### src/rtl/regbank_pkg.sv
package regbank_pkg;
  // ----------------------------------------------------------------
  // register map
  // ----------------------------------------------------------------
  localparam logic [7:0] REG_CTRL_ADDR = 8'h2c;
  localparam logic [7:0] REG_DISP_ADDR = 8'h2c;
  localparam logic [7:0] REG_PEAK_ADDR = 8'h2d;
  localparam logic [7:0] REG_GAIN_ADDR = 8'h2e;
  // ----------------------------------------------------------------
  // control register fields
  // ----------------------------------------------------------------
  localparam int CTRL_MODE_BIT = 7;
  localparam int CTRL_CODE_HI = 6;
  localparam int CTRL_CODE_LO = 3;
  localparam int CTRL_SEL_HI = 2;
  localparam int CTRL_SEL_LO = 0;
  localparam logic [7:0] CTRL_RESET = 8'h00;
  localparam logic [3:0] CODE_RESET = 4'h0;
  localparam logic [3:0] DISP_RESET = 4'h0;
  localparam logic [3:0] PEAK_RESET = 4'h0;
  localparam logic [3:0] GAIN_RESET = 4'h0;
  localparam logic [3:0] RESERVED_NIBBLE = 4'h0;
  // 3.4 v on the 3.3 v scale, used for the fixed core setting
  localparam logic [3:0] CODE_3V4 = 4'hf;
  // lowest defined code on the 3.3 v scale (2.4 v)
  localparam logic [3:0] CODE_3V3_MIN = 4'h5;
  // ----------------------------------------------------------------
  // supply measurement sources
  // ----------------------------------------------------------------
  typedef enum logic [2:0] {
    MEAS_MAIN = 3'h0,
    MEAS_ANALOG = 3'h1,
    MEAS_DIGITAL = 3'h2,
    MEAS_RF_DRIVER = 3'h3,
    MEAS_MODULATION = 3'h4
  } supply_measure_select_t;
  localparam logic [2:0] MEAS_LAST_VALID = 3'h4;
endpackage

### src/rtl/peak_if.sv
interface peak_if;
  logic [3:0] sample;
  logic sample_valid;
  logic restart;
  logic [3:0] peak;
  modport holder (
    input sample,
    input sample_valid,
    input restart,
    output peak
  );
  modport user (
    output sample,
    output sample_valid,
    output restart,
    input peak
  );
endinterface

### src/rtl/regulator_status_regs.sv
// Function
// - control bit 7 picks adjust result (0) or written code (1)
// - bits 6..3 hold a writable 4-bit voltage code, reset zero
// - codes step 0.1 v; 5 v mode 3.6..5.1, 3.3 v mode 2.4..3.4
// - 5 v mode: digital and analog regulators fixed at 3.4 v
// - 3.3 v mode: digital and analog follow the rf driver regulator
// - bits 2..0 pick measured supply; codes 5..7 reserved
// - display bits 7..4 show last adjust code, low bits reserved
// - display shares control address, told apart by register space
// - am peak in bits 7..4, held until new reception or clear
// - pm peak in bits 3..0, held until new reception or clear
// - strength codes are log threshold indices, zero is quietest
// - gain state bits 7..4 show overall am gain reduction
// - gain state bits 3..0 show overall pm gain reduction
//
// Implementation choice: the plain strobed port.
module regulator_status_regs (
  input wire logic ref_clk,
  input wire logic resetn,
  input wire logic [7:0] reg_addr,
  input wire logic [7:0] reg_wdata,
  input wire logic reg_wr,
  input wire logic reg_rd,
  input wire logic space_b_sel,
  output logic [7:0] reg_rdata,
  input wire logic supply_5v_mode,
  input wire logic adjust_done,
  input wire logic [3:0] adjust_code,
  input wire logic rx_start,
  input wire logic clear_strength,
  input wire logic strength_valid,
  input wire logic [3:0] am_strength_sample,
  input wire logic [3:0] pm_strength_sample,
  input wire logic [3:0] am_gain_state,
  input wire logic [3:0] pm_gain_state,
  output logic [3:0] rf_regulator_code,
  output logic [3:0] core_regulator_code,
  output logic core_regulator_fixed,
  output logic regulator_code_undefined,
  output logic [2:0] supply_measure_select,
  output logic supply_measure_reserved
);
  // ----------------------------------------------------------------
  // state
  // ----------------------------------------------------------------
  logic mode_external_q;
  logic [3:0] external_code_q;
  logic [2:0] measure_sel_q;
  logic [3:0] adjust_result_q;
  logic [3:0] gain_am_q;
  logic [3:0] gain_pm_q;
  logic [7:0] rdata_q;
  logic [3:0] rf_code_q;
  logic [3:0] core_code_q;
  logic core_fixed_q;
  logic undefined_q;
  logic [2:0] meas_out_q;
  logic meas_reserved_q;
  logic [3:0] rf_code_d;
  logic [7:0] rdata_d;
  logic ctrl_wr;
  logic restart;
  logic armed_q;

  peak_if am_pk ();
  peak_if pm_pk ();

  // ----------------------------------------------------------------
  // check arming
  // ----------------------------------------------------------------
  // the release edge still runs the flops in reset, so checks started
  // there would expect a step that never happened
  always_ff @(posedge ref_clk or negedge resetn)
  begin
    if (!resetn)
      armed_q <= 1'b0;
    else
      armed_q <= 1'b1;
  end

  // ----------------------------------------------------------------
  // helpers
  // ----------------------------------------------------------------
  // low codes have no defined voltage on the 3.3 v scale
  function automatic logic code_is_undefined(input logic [3:0] code, input logic mode5v);
    code_is_undefined = !mode5v && (code < regbank_pkg::CODE_3V3_MIN);
  endfunction

  function automatic logic select_is_reserved(input logic [2:0] sel);
    select_is_reserved = sel > regbank_pkg::MEAS_LAST_VALID;
  endfunction

  // ----------------------------------------------------------------
  // control register writes
  // ----------------------------------------------------------------
  // only space a at the control address is writable
  assign ctrl_wr = reg_wr && !space_b_sel && reg_addr == regbank_pkg::REG_CTRL_ADDR;

  always_ff @(posedge ref_clk or negedge resetn)
  begin
    if (!resetn)
    begin
      mode_external_q <= regbank_pkg::CTRL_RESET[regbank_pkg::CTRL_MODE_BIT];
      external_code_q <= regbank_pkg::CODE_RESET;
      measure_sel_q <= regbank_pkg::CTRL_RESET[regbank_pkg::CTRL_SEL_HI:regbank_pkg::CTRL_SEL_LO];
    end
    else if (ctrl_wr)
    begin
      mode_external_q <= reg_wdata[regbank_pkg::CTRL_MODE_BIT];
      external_code_q <= reg_wdata[regbank_pkg::CTRL_CODE_HI:regbank_pkg::CTRL_CODE_LO];
      measure_sel_q <= reg_wdata[regbank_pkg::CTRL_SEL_HI:regbank_pkg::CTRL_SEL_LO];
    end
  end

  // ----------------------------------------------------------------
  // adjust result capture
  // ----------------------------------------------------------------
  always_ff @(posedge ref_clk or negedge resetn)
  begin
    if (!resetn)
      adjust_result_q <= regbank_pkg::DISP_RESET;
    else if (adjust_done)
      adjust_result_q <= adjust_code;
  end

  // ----------------------------------------------------------------
  // regulator setting outputs
  // ----------------------------------------------------------------
  always_comb
  begin
    rf_code_d = mode_external_q ? external_code_q : adjust_result_q;
  end

  always_ff @(posedge ref_clk or negedge resetn)
  begin
    if (!resetn)
    begin
      rf_code_q <= regbank_pkg::CODE_RESET;
      core_code_q <= regbank_pkg::CODE_RESET;
      core_fixed_q <= 1'b0;
      undefined_q <= 1'b0;
    end
    else
    begin
      rf_code_q <= rf_code_d;
      // core code is on the 3.3 v scale; 3.4 v is its top code
      core_code_q <= supply_5v_mode ? regbank_pkg::CODE_3V4 : rf_code_d;
      core_fixed_q <= supply_5v_mode;
      undefined_q <= code_is_undefined(rf_code_d, supply_5v_mode);
    end
  end

  // ----------------------------------------------------------------
  // supply measurement select
  // ----------------------------------------------------------------
  // reserved codes are passed on but flagged, the measure logic decides
  always_ff @(posedge ref_clk or negedge resetn)
  begin
    if (!resetn)
    begin
      meas_out_q <= regbank_pkg::MEAS_MAIN;
      meas_reserved_q <= 1'b0;
    end
    else
    begin
      meas_out_q <= measure_sel_q;
      meas_reserved_q <= select_is_reserved(measure_sel_q);
    end
  end

  // ----------------------------------------------------------------
  // signal strength peaks
  // ----------------------------------------------------------------
  // codes are compared as plain indices: the scale is monotonic
  assign restart = rx_start || clear_strength;
  assign am_pk.sample = am_strength_sample;
  assign am_pk.sample_valid = strength_valid;
  assign am_pk.restart = restart;
  assign pm_pk.sample = pm_strength_sample;
  assign pm_pk.sample_valid = strength_valid;
  assign pm_pk.restart = restart;

  strength_peak_hold am_hold (
    .ref_clk(ref_clk),
    .resetn(resetn),
    .pk(am_pk.holder)
  );

  strength_peak_hold pm_hold (
    .ref_clk(ref_clk),
    .resetn(resetn),
    .pk(pm_pk.holder)
  );

  // ----------------------------------------------------------------
  // gain reduction state
  // ----------------------------------------------------------------
  // sampled once so a read sees one coherent pair
  always_ff @(posedge ref_clk or negedge resetn)
  begin
    if (!resetn)
    begin
      gain_am_q <= regbank_pkg::GAIN_RESET;
      gain_pm_q <= regbank_pkg::GAIN_RESET;
    end
    else
    begin
      gain_am_q <= am_gain_state;
      gain_pm_q <= pm_gain_state;
    end
  end

  // ----------------------------------------------------------------
  // read path
  // ----------------------------------------------------------------
  // unmapped addresses and the other space read as zero
  always_comb
  begin
    rdata_d = 8'h00;
    if (reg_rd)
    begin
      if (space_b_sel)
      begin
        if (reg_addr == regbank_pkg::REG_DISP_ADDR)
          rdata_d = {adjust_result_q, regbank_pkg::RESERVED_NIBBLE};
      end
      else
      begin
        unique case (reg_addr)
          regbank_pkg::REG_CTRL_ADDR:
            rdata_d = {mode_external_q, external_code_q, measure_sel_q};
          regbank_pkg::REG_PEAK_ADDR:
            rdata_d = {am_pk.peak, pm_pk.peak};
          regbank_pkg::REG_GAIN_ADDR:
            rdata_d = {gain_am_q, gain_pm_q};
          default:
            rdata_d = 8'h00;
        endcase
      end
    end
  end

  always_ff @(posedge ref_clk or negedge resetn)
  begin
    if (!resetn)
      rdata_q <= 8'h00;
    else
      rdata_q <= rdata_d;
  end

  assign reg_rdata = rdata_q;
  assign rf_regulator_code = rf_code_q;
  assign core_regulator_code = core_code_q;
  assign core_regulator_fixed = core_fixed_q;
  assign regulator_code_undefined = undefined_q;
  assign supply_measure_select = meas_out_q;
  assign supply_measure_reserved = meas_reserved_q;
endmodule

### src/rtl/strength_peak_hold.sv
module strength_peak_hold (
  input wire logic ref_clk,
  input wire logic resetn,
  peak_if.holder pk
);
  logic [3:0] peak_q;

  // ----------------------------------------------------------------
  // peak tracking
  // ----------------------------------------------------------------
  // restart takes priority so a stale peak never survives into a new frame
  always_ff @(posedge ref_clk or negedge resetn)
  begin
    if (!resetn)
      peak_q <= regbank_pkg::PEAK_RESET;
    else if (pk.restart)
      peak_q <= regbank_pkg::PEAK_RESET;
    else if (pk.sample_valid && pk.sample > peak_q)
      peak_q <= pk.sample;
  end

  assign pk.peak = peak_q;
endmodule

### config.mk
export PLATFORM = sky130hd
export DESIGN_NAME = regulator_status_regs
export DESIGN_NICKNAME = d
export VERILOG_FILES = /design/src/rtl/regbank_pkg.sv /design/src/rtl/peak_if.sv /design/src/rtl/regulator_status_regs.sv /design/src/rtl/strength_peak_hold.sv
export SDC_FILE = /design/constraint.sdc
export NUM_CORES = 1
export LEC_CHECK = 0
export ABC_CLOCK_PERIOD_IN_PS = 2100
export BUFFER_PORTS_ARGS = -buffer_cell sky130_fd_sc_hd__buf_2
export CAP_MARGIN = 20
export CORE_MARGIN = 2
export CORE_UTILIZATION = 43
export CTS_BUF_LIST = sky130_fd_sc_hd__clkbuf_4 sky130_fd_sc_hd__clkbuf_8 sky130_fd_sc_hd__clkbuf_16
export CTS_CLUSTER_SIZE = 30
export DETAILED_ROUTE_END_ITERATION = 8
export PLACE_DENSITY = 0.69
export SYNTH_ARGS = -nofsm -noshare
export SYNTH_HDL_FRONTEND = slang
export SYNTH_HIERARCHICAL = 1
export SYNTH_SLANG_ARGS = --single-unit
### constraint.sdc
create_clock -name ref_clk -period 2.1 [get_ports ref_clk]
set_input_delay 0.42 -clock ref_clk [delete_from_list [all_inputs] [get_ports ref_clk]]
set_output_delay 0.42 -clock ref_clk [all_outputs]
set_load 0.03 [all_outputs]
== Word level (Yosys, flattened, before mapping) ==
Index checks and enable logic that the tools add are counted.

* Register bits: 50

* Muxes and demuxes: 10
* Equal/unequal tests: 3
* Order comparisons: 4
* Reduce and logical (&&, ||, !) cells: 10

{| class="wikitable"
|+ Operators by type and width
! operator !! count
|-
| 8-bit by 6-bit == test with 1-bit output, second input constant || 3
|-
| 4-bit two-way mux || 6
|-
| 8-bit two-way mux || 3
|-
| 8-bit one-hot mux with 3 select lines || 1
|-
| 4-bit > comparator || 2
|-
| 1-bit logical AND || 5
|-
| 4-bit by 3-bit less-than comparator with 1-bit output, second input constant || 1
|-
| 2-bit nonzero test || 2
|-
| 3-bit > comparator, second input constant || 1
|-
| 1-bit logical NOT || 2
|-
| 1-bit logical OR || 1
|}

== Logic depth before layout (Yosys ltp) ==
* Word-level depth: 4
* Gate-level depth with buffers: 6

== Modules after synthesis ==
Netlist, hierarchy kept.

{| class="wikitable"
|+ By module, submodules not included
! module !! seq. area each (um2) !! area each (um2) !! instances !! cells each
|-
| regulator_status_regs || 1051.0 || 1639.1 || 1 || 119
|-
| strength_peak_hold || 100.1 || 312.8 || 2 || 30
|}

== Worst setup path before layout ==
Ideal clock, no wire load.

* Path type: input to register
* From: in am_strength_sample[1]
* To: reg am_hold.peak_q[0], in the netlist am_hold/pk.peak[0]
* Path buffers: 0
* Arrival: 1.296 ns
* Library setup time: 0.079 ns
* Setup slack: 0.725 ns
* Data required time: 2.021 ns
* Stages on the path: 5
* Cells stage by stage: ha_1 -> nor2b_4 -> o211ai_2 -> a21oi_4 -> mux2i_1

* Word-level cells in the longest chain between the ends: 3

{| class="wikitable"
|+ RTL lines
! what !! line !! source
|-
| start: declaration || regulator_status_regs.sv:32 || <nowiki>input wire logic [3:0] am_strength_sample,</nowiki>
|-
| 4-bit > comparator || strength_peak_hold.sv:18 || <nowiki>else if (pk.sample_valid && pk.sample > peak_q)</nowiki>
|-
| 1-bit logical AND || strength_peak_hold.sv:18 ||
|-
| 2-bit nonzero test (no line) || n/a ||
|-
| end signal: assignment || strength_peak_hold.sv:15 || <nowiki>peak_q <= regbank_pkg::PEAK_RESET;</nowiki>
|-
| end signal: assignment || strength_peak_hold.sv:17 || <nowiki>peak_q <= regbank_pkg::PEAK_RESET;</nowiki>
|-
| end signal: assignment || strength_peak_hold.sv:19 || <nowiki>peak_q <= pk.sample;</nowiki>
|-
| end: declaration || strength_peak_hold.sv:6 || <nowiki>logic [3:0] peak_q;</nowiki>
|}

No other way between the ends.
A chain may end at the register's enable or synchronous reset.

== Worst setup path after layout ==
* From: reg am_hold.peak_q[1], in the netlist am_hold/pk.peak[1]
* To: reg am_hold.peak_q[3], in the netlist am_hold/pk.peak[3]

* Word-level cells in the longest chain between the ends: 3

{| class="wikitable"
|+ RTL lines
! what !! line
|-
| 4-bit > comparator || strength_peak_hold.sv:18
|-
| 1-bit logical AND || strength_peak_hold.sv:18
|-
| 2-bit nonzero test (no line) || n/a
|}

No other way between the ends.

==> key figures <==
Outcome
  • Status: complete, no violations

Critical path
  • Required time of the critical path: 2320 ps
  • Worst Path Max Fanout: 4
  • Worst r2r path cells: 6
  • CP Class: register to register
  • CP Launch Point: am_hold/pk.peak[1]
  • Worst Path Arrival: 1730 ps
  • Crit end category: register
  • CP startpoint kind: register
  • Reg-to-reg startpoint: am_hold/pk.peak[1]

Detailed routing
  • First DRT Iteration DRCs: 27
  • Via-to-Cell Ratio: 4.630
  • Antenna Violating Nets Remaining: 0
  • Routed vias: 1491
  • DRT Pass-1 Iters: 5
  • Routed WL: 4236 um
  • DRC Markers: 0
  • Drt wl/cell: 13.16 um

CTS
  • Total CTS buffers: 5
  • Post CTS Setup Buffer Count: 0
  • Num Clock Sinks: 50
  • CTS max path bufs: 2
  • H-tree Lvls: 2
  • Root Buffer: clkbuf_8
  • CTS tree: built
  • Clock network latency to the later pin of the worst-skew pair: 300 ps
  • Reg clk slew, reported paths: 90 ps

Synthesis
  • Post-synthesis sequential area ratio: 0.5525
  • Mapped Cells: 179
  • Average size of a mapped cell: 12.65 um2
  • Warnings, synthesis: 6
  • Post-synthesis cell type count: 27
  • Count of state elements after synthesis: 50
  • Synth area leader: dfrtp_1
  • Post-synth net total: 233
  • Syn Std Cell Area: 0.002265 mm2
  • Synth top area share: 0.5525
  • Top post-synthesis cells by area: dfrtp_1, mux2i_1, mux2_2

Cells and area
  • Fin nets: 305
  • N_diodes: 0
  • Commonest cells after routing, fill and taps aside: buf_2, dfrtp_1, mux2i_1, nand2b_1, a21oi_1
  • Commonest non-fill, non-tap cell in the layout: buf_2
  • Layout cells sized above 1: 0.4127
  • Post-route cell area: 0.002790 mm2
  • Area grow syn2layout: 23.20%

STA
  • Final hold slack: 219.8 ps
  • Hold Vio Cnt, Final: 0
  • Final period util: 0.7150
  • RSZ-0062 raised after global routing: false
  • Fmax: 666.0 MHz
  • Setup tns final: 0 ps
  • Final Skew: 4.972 ps
  • Slew Limit Fails: 0
  • Final setup fails: 0
  • Actual slew at the worst max-slew pin: 318.5 ps
  • Worst slew margin: 0.7816
  • Period minus WS final: 1502 ps

Floorplan
  • Die Area: 0.005863 mm2
  • Die height: 76.57 um
  • Placement row count: 26
  • Starting Density: 0.4434
  • Die W: 76.57 um
  • Core box area: 0.005107 mm2
  • Top Ports: 68

Worst hold path
  • HP Class: primary input to register
  • Beginning of the worst hold path: pm_gain_state[1]
  • Hold Path Stages: 1

Flow run
  • Max Cap Viol: 0

Global routing
  • Antenna violations before repair: 0
  • Vias in the first global route: 1575
  • Grt total ovfl: 0
  • Global-route wire length before repair: 7334 um
  • GRT Util Overall: 0.1582
  • Largest net degree at the start of global routing: 22

Power
  • Cell Pwr Density: 693.7 mW/mm2
  • Maximum vdd drop: 0.3897 mV
  • Leakage Power: 1.388 nW

Placed design
  • Post-DP HPWL: 3361 um
  • Post-DP Area: 0.002671 mm2
  • Port Buffers: 67
  • Final Wtd Congestion: 0.7998
-- where the power goes --
group,internal (W),switching [W]
Clock,0.000350,0.000294
Sequential,0.00100,0.0000223
Combinational,0.000116,0.000149
Total,0.00147,0.000465
-- per-layer routing --
metal / up-vias / share of wire / global-route usage
met5: - / 0 / 0
met4: 0 / 0.010 / 0.05455
met3: 4 / 0.052 / 0.02844
met2: 42 / 0.47 / 0.2584
met1: 694 / 0.47 / 0.2134
li1: 751 / - / -
-- layout make-up --
| cell class | instances | area [um2] |
|---|---|---|
| clock buffer | 5 | 68.82 |
| clock inverter | 3 | 40.04 |
| fill | 454 | 2317 |
| inverter | 11 | 41.29 |
| multi-input combinational | 113 | 940.9 |
| sequential | 50 | 1251 |
| tap | 70 | 87.58 |
| timing repair buffer | 70 | 360.3 |
-- worst max-delay path, cell delays in order, from the launching register on --
cell,delay (ps)
dfrtp_1,400
inv_1,60
ha_1,280
nor2b_4,140
o211ai_2,100
a21oi_4,240
mux2i_1,220
-- sequential cells by signal, summed over array words and instances, names as in the netlist, 3 cells and up --
name,cells
gain_am_q,4
measure_sel_q,3
external_code_q,4
supply_measure_select,3
gain_pm_q,4
adjust_result_q,4
pm_hold/pk.peak,4
core_regulator_code,4
reg_rdata,8
am_hold/pk.peak,4
rf_regulator_code,4
-- path summary, 6_finish.rpt --
kind | slack [ps] | endpoint
max | 600 | am_hold/pk.peak[3]
min | 220 | gain_pm_q[1]
max reg2reg | 600 | am_hold/pk.peak[3]
min reg2reg | 440 | supply_measure_select[1]
max in group asynchronous | 1040 | pm_hold/pk.peak[2]
min in group asynchronous | 520 | external_code_q[0]
-- cells by family (layout without fill, tap and decap cells) --
kind of cell / after synthesis / after routing / synth area share
AOI/OAI and AO/OA: 21 / 21 / 0.07072
adders and majority gates: 8 / 8 / 0.04420
and+or+nand+nor: 52 / 52 / 0.1486
DFF: 50 / 50 / 0.5525
buffers and inverters: 16 / 89 / 0.03204
muxes: 32 / 32 / 0.1519
-- per-stage QoR --
step	util	setup WS (ps)	total power [W]	std cells
after floorplan	-	724.8	0.001206	179
after global placement	0.5230	536.4	0.001309	313
final	0.5463	598.4	0.001935	322
after CTS	0.5463	569.6	0.001959	322
after detailed placement	0.5230	508.8	0.001314	313
after global routing	0.5463	473.5	0.002020	322
-- synthesized netlist by cell type --
cell       n
or2_0      1
dfrtp_1   50
nand2_1   10
buf_2      4
mux2_2    11
inv_1     11
and2b_1    1
or2_2      5
o21a_1     1
nor2b_2    1
buf_6      1
a221oi_1   4
o211ai_2   2
a21oi_4    2
or2_1      4
mux2i_1   19
mux2_4     2
a21oi_1   12
nor2_4     1
nand4_1    3
nor2_1     2
nand2b_1  19
nand3_1    1
ha_1       8
nor2b_4    2
and4b_1    1
nand4_4    1
-- timing repair --
item,CTS,global route
hold buffers,1,0
resized for setup,0,0
hold endpoints to repair,10,0
Power figures use the tool's default switching activity.
